`src/hdl/sleep_pkg.sv`:
```
package sleep_pkg;
	// Clock rate in Hz.
	localparam int unsigned CLOCK_HZ = 50000000;
	// Internal tick period in microseconds and its cycle count.
	localparam int unsigned TICK_US = 1000;
	localparam int unsigned TICK_CYCLES = CLOCK_HZ / 1000000 * TICK_US;
	// Sleep mode select codes.
	localparam logic [3:0] MODE_OFF = 4'h0;
	localparam logic [3:0] MODE_PIN = 4'h1;
	localparam logic [3:0] MODE_CYC_LO = 4'h4;
	localparam logic [3:0] MODE_CYC_HI = 4'h8;
	// Listen windows in milliseconds for each radio rate setting.
	localparam int unsigned LISTEN_FAST_MS = 35;
	localparam int unsigned LISTEN_SLOW_MS = 225;
	// Shortest cyclic interval in milliseconds; each code step doubles it.
	localparam int unsigned CYC_BASE_MS = 1000;
	// Width of the millisecond counters.
	localparam int unsigned MS_W = 16;
	// Reset values.
	localparam logic [3:0] MODE_RESET = 4'h0;
	localparam logic [MS_W-1:0] WAKE_RESET = 16'h0BB8;

	typedef enum logic [2:0] {
		ST_IDLE,
		ST_BUSY,
		ST_PIN_SLEEP,
		ST_CYC_SLEEP,
		ST_LISTEN
	} sleep_state_t;
endpackage

```
`src/hdl/sleep_link_if.sv`:
```
interface sleep_link_if;
	// Host drives sleep request high to ask for sleep.
	logic sleep_req;
	// Device outputs: active-low clear to send and power indicator.
	logic clear_to_send_n;
	logic transmit_power_indicator;
	// Host sends a serial byte start strobe, so the device sees activity.
	logic host_byte_start;

	modport device (
		input sleep_req,
		input host_byte_start,
		output clear_to_send_n,
		output transmit_power_indicator
	);
	modport host (
		output sleep_req,
		output host_byte_start,
		input clear_to_send_n,
		input transmit_power_indicator
	);
endinterface

```
`src/hdl/sleep_mode_controller.sv`:
```
// How it works
// - Zero sleep mode never sleeps.
// - Cyclic modes sleep after idle for wake time.
// - Sleeping blocks all activity until it wakes.
// - Pin high sleeps, pin low wakes.
// - Pin starts sleep only in pin sleep mode.
// - Finish transfer before pin sleep.
// - Clear to send high in pin sleep.
// - Power indicator low in pin sleep.
// - Host waits for second byte start.
// - Codes four to eight pick 1-16 seconds.
// - Listen window 35 or 225 ms.
// - No data sleeps again, data receives.
// - Initializer detected leads to receive.
// - Cyclic sleep holds clear to send high.
// - Power indicator low in cyclic sleep.
// - Resleep after wake time inactivity.
// - Pin wake forces idle in cyclic.
// - Cyclic interval shorter than initializer.
module sleep_mode_controller (
	// Clock and reset.
	input wire logic clock,
	input wire logic srst,
	// Link to the host.
	sleep_link_if.device link,
	// Configuration.
	input wire logic [3:0] sleep_mode_select,
	input wire logic [sleep_pkg::MS_W-1:0] wake_time_setting,
	input wire logic pin_wakeup_enable,
	input wire logic radio_rate_setting,
	// Radio and serial activity from the datapath.
	input wire logic transfer_active,
	input wire logic valid_data_seen,
	// Status and gating.
	output logic asleep,
	output logic activity_allowed
);
	sleep_pkg::sleep_state_t state_ff, nxt_state;
	// Tick divider width and the count at which it wraps.
	localparam int unsigned TICK_W = $clog2(sleep_pkg::TICK_CYCLES);
	localparam logic [TICK_W-1:0] TICK_LAST = TICK_W'(sleep_pkg::TICK_CYCLES - 1);
	logic [TICK_W-1:0] tick_cnt_ff;
	logic tick;
	logic [sleep_pkg::MS_W-1:0] ms_cnt_ff;
	logic [sleep_pkg::MS_W-1:0] cyc_limit;
	logic [sleep_pkg::MS_W-1:0] listen_limit;
	logic is_cyclic;
	logic restart;
	logic activity;
	logic pin_sleep_go;
	logic cyc_sleep_go;
	logic cyc_expired;
	logic listen_done;
	logic pin_release;
	logic sleeping_next;

	// Selects the cyclic interval from the mode code.
	function automatic logic [sleep_pkg::MS_W-1:0] cyc_ms(input logic [3:0] code);
		logic [3:0] step;
		step = code - sleep_pkg::MODE_CYC_LO;
		cyc_ms = sleep_pkg::MS_W'(sleep_pkg::CYC_BASE_MS) << step;
	endfunction

	// True for either sleep state; every pin output decodes it.
	function automatic logic is_sleep(input sleep_pkg::sleep_state_t st);
		is_sleep = (st == sleep_pkg::ST_PIN_SLEEP) || (st == sleep_pkg::ST_CYC_SLEEP);
	endfunction

	// Codes four to eight are the cyclic modes.
	assign is_cyclic = (sleep_mode_select >= sleep_pkg::MODE_CYC_LO) &&
		(sleep_mode_select <= sleep_pkg::MODE_CYC_HI);
	// Sleep interval for the selected cyclic code.
	assign cyc_limit = cyc_ms(sleep_mode_select);
	// Listen window for the radio rate in use.
	assign listen_limit = radio_rate_setting ?
		sleep_pkg::MS_W'(sleep_pkg::LISTEN_FAST_MS) :
		sleep_pkg::MS_W'(sleep_pkg::LISTEN_SLOW_MS);
	// Anything moving on the radio or the serial side.
	assign activity = transfer_active || link.host_byte_start || valid_data_seen;
	// The millisecond counter restarts on every state change and on activity while busy.
	assign restart = (state_ff != nxt_state) ||
		((state_ff == sleep_pkg::ST_BUSY) && activity);

	// The pin only starts sleep in pin sleep mode; no other mode sleeps on it.
	assign pin_sleep_go = (sleep_mode_select == sleep_pkg::MODE_PIN) && link.sleep_req;

	// Quiet for the wake time; only the cyclic modes use this timeout.
	assign cyc_sleep_go = is_cyclic && (ms_cnt_ff >= wake_time_setting);

	// Sleep interval used up, so the device wakes to listen.
	assign cyc_expired = ms_cnt_ff >= cyc_limit;

	// Listen window closed with no valid packet.
	assign listen_done = ms_cnt_ff >= listen_limit;

	// A released pin cuts cyclic sleep short only with pin wake-up on.
	assign pin_release = pin_wakeup_enable && !link.sleep_req;

	// The next state is a sleep state; every pin output follows this.
	assign sleeping_next = is_sleep(nxt_state);

	// Shared millisecond tick for every interval.
	always_ff @(posedge clock) begin
		if (srst || tick) begin
			tick_cnt_ff <= '0;
		end else begin
			tick_cnt_ff <= tick_cnt_ff + 1'b1;
		end
	end
	// One-cycle strobe at the end of each millisecond.
	assign tick = (tick_cnt_ff == TICK_LAST);

	// Millisecond counter restarted on each state change or on activity while busy.
	always_ff @(posedge clock) begin
		if (srst || restart) begin
			ms_cnt_ff <= '0;
		end else if (tick && ms_cnt_ff != '1) begin
			ms_cnt_ff <= ms_cnt_ff + 1'b1;
		end
	end

	// Next state decision.
	always_comb begin
		nxt_state = state_ff;
		case (state_ff)
			// Awake and quiet: a transfer, the pin or the idle timeout moves on.
			sleep_pkg::ST_IDLE: begin
				if (activity) begin
					nxt_state = sleep_pkg::ST_BUSY;
				end else if (pin_sleep_go) begin
					nxt_state = sleep_pkg::ST_PIN_SLEEP;
				end else if (cyc_sleep_go) begin
					nxt_state = sleep_pkg::ST_CYC_SLEEP;
				end
			end
			sleep_pkg::ST_BUSY: begin
				// Any transfer in progress finishes before sleep is considered.
				if (!activity) begin
					nxt_state = sleep_pkg::ST_IDLE;
				end
			end
			// Pin low, or a mode change, brings the device back to idle.
			sleep_pkg::ST_PIN_SLEEP: begin
				if (!link.sleep_req || sleep_mode_select != sleep_pkg::MODE_PIN) begin
					nxt_state = sleep_pkg::ST_IDLE;
				end
			end
			// Sleeping on the interval timer; the pin may cut it short.
			sleep_pkg::ST_CYC_SLEEP: begin
				if (!is_cyclic) begin
					nxt_state = sleep_pkg::ST_IDLE;
				end else if (pin_release) begin
					nxt_state = sleep_pkg::ST_IDLE;
				end else if (cyc_expired) begin
					nxt_state = sleep_pkg::ST_LISTEN;
				end
			end
			// Awake to listen; valid data or any other activity means receive.
			sleep_pkg::ST_LISTEN: begin
				if (activity) begin
					nxt_state = sleep_pkg::ST_BUSY;
				end else if (listen_done) begin
					nxt_state = sleep_pkg::ST_CYC_SLEEP;
				end
			end
			default: nxt_state = sleep_pkg::ST_IDLE;
		endcase
		// Mode zero forces idle unless a transfer is still running.
		if (sleep_mode_select == sleep_pkg::MODE_OFF && state_ff != sleep_pkg::ST_BUSY) begin
			nxt_state = sleep_pkg::ST_IDLE;
		end
	end

	// State register.
	always_ff @(posedge clock) begin
		if (srst) begin
			state_ff <= sleep_pkg::ST_IDLE;
		end else begin
			state_ff <= nxt_state;
		end
	end

	// Clear to send is held high while either sleep state lasts.
	always_ff @(posedge clock) begin
		if (srst) begin
			link.clear_to_send_n <= 1'b0;
		end else begin
			link.clear_to_send_n <= sleeping_next;
		end
	end

	// Power indicator goes low while either sleep state lasts.
	always_ff @(posedge clock) begin
		if (srst) begin
			link.transmit_power_indicator <= 1'b1;
		end else begin
			link.transmit_power_indicator <= !sleeping_next;
		end
	end

	// Sleep status that gates the datapath.
	always_ff @(posedge clock) begin
		if (srst) begin
			asleep <= 1'b0;
		end else begin
			asleep <= sleeping_next;
		end
	end

	// Datapath may run only when not asleep.
	assign activity_allowed = !asleep;
endmodule

```
`src/flat_wrapper.sv`:
```
// flat-port wrapper written by rule: the top's interface ports become plain ports
module sleep_mode_controller_flat 
  (clock, srst, sleep_mode_select, wake_time_setting, pin_wakeup_enable, radio_rate_setting, transfer_active, valid_data_seen, asleep, activity_allowed, link_sleep_req, link_host_byte_start, link_clear_to_send_n, link_transmit_power_indicator);
  sleep_link_if link_i ();
  input wire logic clock;
  input wire logic srst;
  input wire logic [3:0] sleep_mode_select;
  input wire logic [sleep_pkg::MS_W-1:0] wake_time_setting;
  input wire logic pin_wakeup_enable;
  input wire logic radio_rate_setting;
  input wire logic transfer_active;
  input wire logic valid_data_seen;
  output logic asleep;
  output logic activity_allowed;
  input wire logic [$bits(link_i.sleep_req)-1:0] link_sleep_req;
  input wire logic [$bits(link_i.host_byte_start)-1:0] link_host_byte_start;
  output wire logic [$bits(link_i.clear_to_send_n)-1:0] link_clear_to_send_n;
  output wire logic [$bits(link_i.transmit_power_indicator)-1:0] link_transmit_power_indicator;
  assign link_i.sleep_req = link_sleep_req;
  assign link_i.host_byte_start = link_host_byte_start;
  assign link_clear_to_send_n = link_i.clear_to_send_n;
  assign link_transmit_power_indicator = link_i.transmit_power_indicator;
  sleep_mode_controller u_core (.clock(clock), .srst(srst), .link(link_i), .sleep_mode_select(sleep_mode_select), .wake_time_setting(wake_time_setting), .pin_wakeup_enable(pin_wakeup_enable), .radio_rate_setting(radio_rate_setting), .transfer_active(transfer_active), .valid_data_seen(valid_data_seen), .asleep(asleep), .activity_allowed(activity_allowed));
endmodule
```
`config.mk`:
```
export PLATFORM = sky130hd
export DESIGN_NAME = sleep_mode_controller_flat
export DESIGN_NICKNAME = d
export VERILOG_FILES = /design/src/hdl/sleep_pkg.sv /design/src/hdl/sleep_link_if.sv /design/src/hdl/sleep_mode_controller.sv /design/src/flat_wrapper.sv
export SDC_FILE = /design/constraint.sdc
export NUM_CORES = 1
export LEC_CHECK = 0
export BUFFER_PORTS_ARGS = -buffer_cell sky130_fd_sc_hd__buf_2
export CELL_PAD_IN_SITES_DETAIL_PLACEMENT = 0
export CELL_PAD_IN_SITES_GLOBAL_PLACEMENT = 2
export CORE_UTILIZATION = 38
export CTS_BUF_LIST = sky130_fd_sc_hd__clkbuf_16
export DETAILED_ROUTE_END_ITERATION = 12
export PLACE_DENSITY = 0.85
export SKIP_CTS_REPAIR_TIMING = 1
export SLEW_MARGIN = 10
export SYNTH_ARGS = -nofsm -noshare
export SYNTH_HDL_FRONTEND = slang
export SYNTH_SLANG_ARGS = --single-unit
```
`constraint.sdc`:
```
create_clock -name clock -period 5.3 [get_ports clock]
set_clock_uncertainty 0.05 [all_clocks]
set_input_delay 0.265 -clock clock [delete_from_list [all_inputs] [get_ports clock]]
set_output_delay 0.265 -clock clock [all_outputs]
set_load 0.005 [all_outputs]
```
==> results of run 1 <==
==> power groups by stage <==
stage	sequential (W)	clock [W]	combinational, W
2_1_floorplan	0.000289	0	0.0000576
3_5_place_dp	0.000290	0	0.0000780
6_report	0.000284	0.000274	0.0000777
3_3_place_gp	0.000290	0	0.0000776
4_1_cts	0.000284	0.000283	0.0000782
5_1_grt	0.000284	0.000295	0.0000892
==> cells by family after synthesis <==
group | Yosys count | share of synthesized area
AOI/OAI and AO/OA | 65 | 0.1547
xor gates and xnor gates | 29 | 0.08653
adders and majority gates | 38 | 0.1620
buffers and inverters | 37 | 0.05413
DFF | 37 | 0.2523
and+or+nand+nor | 166 | 0.2903
==> worst max-delay path, stage by stage <==
cell	delay [ns]
buf_2	0.20
inv_1	0.11
ha_1	0.49
nor2b_1	0.29
a22oi_1	0.13
ha_1	0.32
a21oi_1	0.12
o21ai_0	0.09
a221oi_1	0.48
nand3b_1	0.13
a31oi_1	0.26
o2111ai_4	0.40
nor2_2	0.20
==> state kept, by name (all words and copies together), names as in the netlist <==
name,count
u_core.tick_cnt_ff,16
u_core.ms_cnt_ff,16
u_core.state_ff,3
u_core.link.transmit_power_indicator,1
u_core.link.clear_to_send_n,1
==> cell type report <==
class                           instances  share of cell area
Sequential cell                        37              0.2252
Tap cell                               99             0.03766
Clock inverter                          3            0.003423
Clock buffer                            5             0.03804
Inverter                               26             0.02967
Multi-Input combinational cell        298              0.6189
Timing Repair Buffer                   31             0.04717
==> layout by cell type, fill, tap and decap left out, drive strengths merged, types with 5 or more instances in the layout <==
cell    Yosys  final
nor2       56     56
ha         38     38
dfxtp      37     37
buf         5     31
inv        26     29
nand2      28     28
nand3      22     22
a21oi      20     20
xor2       16     16
o21ai      15     15
nand4      14     14
xnor2      13     13
nor3        8      8
and3        7      7
a31oi       6      6
nor2b       5      5
nand2b      5      5
o21a        5      5
clkbuf      6      5
==> through the flow <==
step	setup WS, ns	cells	instance area (sq um)	util	power (W)
3_5_place_dp	1.642	491	3153	0.4278	0.0003677
4_1_cts	1.937	499	3289	0.4464	0.0006449
5_1_grt	1.555	499	3289	0.4464	0.0006677
6_report	1.945	499	3289	0.4464	0.0006354
2_1_floorplan	1.992	372	2935	-	0.0003466
3_3_place_gp	1.743	491	3153	0.4278	0.0003673
==> per-layer routing <==
metal | part of all wire | vias to the layer above
li1 | - | 1380
met1 | 0.53 | 1107
met2 | 0.43 | 51
met3 | 0.034 | 4
met4 | 0.0076 | 0
met5 | 0 | -
==> how the worst min path moves through the flow <==
| stage | to | slack, ns | cells past startpoint | from |
|---|---|---|---|---|
| 2_1_floorplan | u_core.state_ff[2] | 0.29 | 1 | srst |
| 3_3_place_gp | u_core.tick_cnt_ff[0] | 0.40 | 1 | u_core.tick_cnt_ff[0] |
| 3_5_place_dp | u_core.tick_cnt_ff[0] | 0.40 | 1 | u_core.tick_cnt_ff[0] |
| 4_1_cts | u_core.state_ff[2] | 0.17 | 2 | srst |
| 5_1_grt | u_core.state_ff[2] | 0.19 | 2 | srst |
| 6_report | u_core.state_ff[2] | 0.18 | 2 | srst |
==> results.md, run 1 <==
* Synthesized cell area at 2935 sq um
* Seq/Total Area, Yosys at 0.2523
* Worst-path clk slew at 0.05 ns
* Via count at 2542
* Flop-to-flop setup slack at 2.14 ns
* Async SR Flop Fraction at 0
* DRC at 0
* Comb power frac at 0.122
* Pint at 0.0004821 W
* Most frequent cell after synthesis: nor2_1
* FP Rows at 31
* Fillers at 763
* Diodes inserted at 0
* Max Cap Violations at 0
* Latest clock arrival within the worst-skew pair at 0.27 ns
* EDFF count, synth at 0
* Worst Path Max Fanout at 16
* Clock power share at 0.431
* Status: complete, no violations
* Power share of the sequential group at 0.447
* Syn nets at 438
* Global Route met1 Usage at 0.2424
* Number of global-route vias before repair at 2450
* CP arrival at 3.51 ns
* Synth Register Bits at 37
* Seq. cell area at 740.7 sq um
* Routability cong. at 0.8310
* CTS tree: built
* Worst hold slack at 0.1780 ns
* Top_reg_cell synth: dfxtp_1
* Vias per cell at 5.094
* Sw power at 0.0001534 W
* CP Data Required Time at 5.46 ns
* GR Layer Usage met3 at 0.03130
* Largest cells by area after synthesis: dfxtp_1, ha_1, nor2_1
* Final Routed Wirelength at 6.460 mm
* Rel. slew slack at 0.4175
* Syn_area_per_cell at 7.891 sq um
* Multi-input logic area at 2036 sq um
* Core area at 7370 sq um
* Share of cells above drive strength 1 at 0.1350
* Root buffer cell: clkbuf_16
* Final Hold Violating Endpoints at 0
* Die Y at 89.89 microns
* Nets at 465
* Routed WL per cell at 12.95 microns
* HPWL Detailed at 4.991 mm
* Gr busiest metal: met2
* Final ANT Viol Nets at 0
* Cell count after synthesis at 372
* Area growth syn-to-layout at 12.06%
* Ports at 32
* FF-to-FF End: u_core.ms_cnt_ff[11]
* Fin Setup TNS at 0 ns
* Crit. End Element: flip-flop
* # port buffers at 31
* Leakage at 1.368 nW
* Final period utilization at 0.6330
* Die area at 8080 sq um
* Top cells by count, synth: nor2_1, ha_1, dfxtp_1
* Max Freq at 0.2981 GHz
* Sw Share at 0.2413
* Reg2Reg Depth at 8
* Setup crit end: u_core.ms_cnt_ff[11]
* 1st-iter DRT viols at 75
* First-pass GRT wire length at 11.36 mm
* Clk buf depth at 2
* Total CTS buffers at 5
* Yosys cell types at 50
* Synth Warn # at 0
* RSZ-0062 raised after global routing: false
* Hold Crit Class: in -> reg
* CP Class: in -> reg
* Launch point of the worst reg-to-reg path: u_core.ms_cnt_ff[7]
* CTS sink count at 37
* PD cells at 193.2 nW/um^2
* Detailed Routing Iterations Pass 1 at 4
* Max-slew violation count at 0
* Final Setup Violations at 0
* Share of the synthesized area in the top cell type at 0.2523
* Crit path launch type: primary input
* Initial antenna violation count at 0
* Gr usage total at 0.1717
* Die width at 89.89 microns
* Worst slew pin tran at 0.8517 ns
* Largest net degree at the start of global routing at 17
* Met2 Track Usage GR at 0.2615
* Post-layout min period at 3.355 ns
* Starting Density at 0.3983
* Largest vdd supply drop at 0.0001487 V
* Gr ovfl total at 0
* Area leader, netlist: dfxtp_1
* Htree depth at 2
* Crit. Startpoint: sleep_mode_select[2]
Note: power is estimated with default switching activity, not from simulation.
==> run 2: changes to the inputs <==
- CORE_UTILIZATION: 38 -> 35
- PLACE_DENSITY: 0.85 -> 0.79
- clock period: 5.3 -> 3.5 ns (I/O delays scaled with it)
==> run 2 against run 1 <==
  * Power up 66%
  * Critical path type unchanged
  * Via count up 1.7%
  * Global-route usage down 0.63 points
  * Highest routed layer unchanged
==> results.md, run 2 (synthesis gave the netlist of run 1 again) <==
* CP Class: in -> reg
* Routability cong. at 0.8132
* Status: complete, no violations
* Largest net degree at the start of global routing at 17
* Commonest non-fill, non-tap cells in the layout: nor2_1, ha_1, dfxtp_1
* Number of global-route vias before repair at 2385
* Initial antenna violation count at 0
* Total Power at 0.001054 W
* Launch point of the worst reg-to-reg path: u_core.ms_cnt_ff[0]
* Max Freq at 0.3228 GHz
* Final Hold Violating Endpoints at 0
* Detailed Routing Iterations Pass 1 at 4
* Via count at 2586
* Crit path launch type: primary input
* HPWL Detailed at 5.354 mm
* Leakage at 1.403 nW
* Hold Crit Class: in -> reg
* Core area at 8175 sq um
* Nets at 472
* Sw power at 0.0002461 W
* Fillers at 874
* Crit. Startpoint: sleep_mode_select[2]
* Flop-to-flop setup slack at 0.53 ns
* Total CTS buffers at 5
* Comb power frac at 0.114
* CTS tree: built
* Crit. End Element: flip-flop
* FF-to-FF End: u_core.ms_cnt_ff[3]
* # port buffers at 31
* Commonest non-fill, non-tap cell in the layout: nor2_1
* Vias per cell at 5.051
* Die width at 93.58 microns
* Latest clock arrival within the worst-skew pair at 0.28 ns
* Ports at 32
* Max Cap Violations at 0
* PD cells at 312.0 nW/um^2
* Worst Path Max Fanout at 16
* Clock power share at 0.478
* Root buffer cell: clkbuf_16
* CP arrival at 3.25 ns
* RSZ-0062 raised after global routing: false
* Diodes inserted at 0
* Gr usage total at 0.1655
* Worst slew pin tran at 0.7204 ns
* Final period utilization at 0.8852
* CP Data Required Time at 3.66 ns
* Hold path depth at 2
* Worst-path clk slew at 0.06 ns
* CTS sink count at 37
* Area growth syn-to-layout at 15.13%
* Power share of the sequential group at 0.407
* Multi-input logic area at 2036 sq um
* Setup crit end: u_core.ms_cnt_ff[3]
* Final Routed Wirelength at 6.801 mm
* Final ANT Viol Nets at 0
* Largest vdd supply drop at 0.0001625 V
* Rel. slew slack at 0.5175
* Die Y at 93.58 microns
* Share of cells above drive strength 1 at 0.1548
* Top Registers: u_core.ms_cnt_ff (16), u_core.tick_cnt_ff (16), u_core.state_ff (3)
* Sw Share at 0.2334
* Die area at 8757 sq um
* Starting Density at 0.3590
* DRC at 0
* Pint at 0.0008084 W
* Reg2Reg Depth at 9
* Max-slew violation count at 0
* Seq. cell area at 740.7 sq um
* 1st-iter DRT viols at 91
* FP Rows at 33
* Gr ovfl total at 0
* Post-layout min period at 3.098 ns
* Fin Setup TNS at 0 ns
* Htree depth at 2
* First-pass GRT wire length at 11.43 mm
* Final Setup Violations at 0
* Clk buf depth at 2
* Routed WL per cell at 13.28 microns
* Worst Hold Launch: srst
==> run 2: power groups by stage <==
stage	Sequential, W	Clock [W]	Combinational (W)
2_1_floorplan	0.000438	0	0.0000872
3_3_place_gp	0.000439	0	0.000120
3_5_place_dp	0.000439	0	0.000122
4_1_cts	0.000430	0.000520	0.000122
5_1_grt	0.000430	0.000534	0.000139
6_report	0.000430	0.000504	0.000121
==> run 2: layer usage <==
metal / GRT usage / up-vias / routed length (microns)
met3: 0.02439 / 6 / 184
met2: 0.2629 / 33 / 2923
met4: 0.04615 / 0 / 74
li1: - / 1385 / -
met1: 0.2313 / 1162 / 3619
met5: 0 / - / 0
==> run 2: how the worst min path moves through the flow <==
stage	end	slack, ns
global route	u_core.state_ff[2]	0.09
CTS	u_core.state_ff[2]	0.08
detailed placement	u_core.state_ff[2]	0.38
global placement	u_core.state_ff[2]	0.38
floorplan	u_core.state_ff[2]	0.20
finish	u_core.state_ff[2]	0.08
==> run 2: per-stage QoR <==
stage | setup slack [ns] | utilization | hold WS [ns] | instances | cell area, sq um
after floorplan | 0.2818 | - | 0.2043 | 372 | 2935
after CTS | 0.3557 | 0.4134 | 0.08332 | 512 | 3379
after detailed placement | 0.08009 | 0.3930 | 0.3820 | 504 | 3213
final | 0.4018 | 0.4134 | 0.08101 | 512 | 3379
after global placement | 0.1907 | 0.3930 | 0.3785 | 504 | 3213
after global routing | 0.03616 | 0.4134 | 0.09269 | 512 | 3379
==> run 2: area by class of cell <==
cell class	count	share of cell area
repair buffers	38	0.06146
well taps	105	0.03887
multi-input cells	298	0.6024
flip-flops and latches	37	0.2192
inverters	26	0.02888
clock inverters	3	0.01222
clock buffers	5	0.03702
==> run 2: critical path, cell delays in order <==
cell and delay (ns):
buf_2 0.21, inv_1 0.11, ha_1 0.35, nor2b_1 0.27, a22oi_1 0.14, ha_1 0.32
a21oi_1 0.13, o21ai_0 0.09, a221oi_1 0.32, buf_4 0.18, nand3_2 0.11, a31oi_2 0.26
o2111ai_4 0.37, nor2_1 0.19
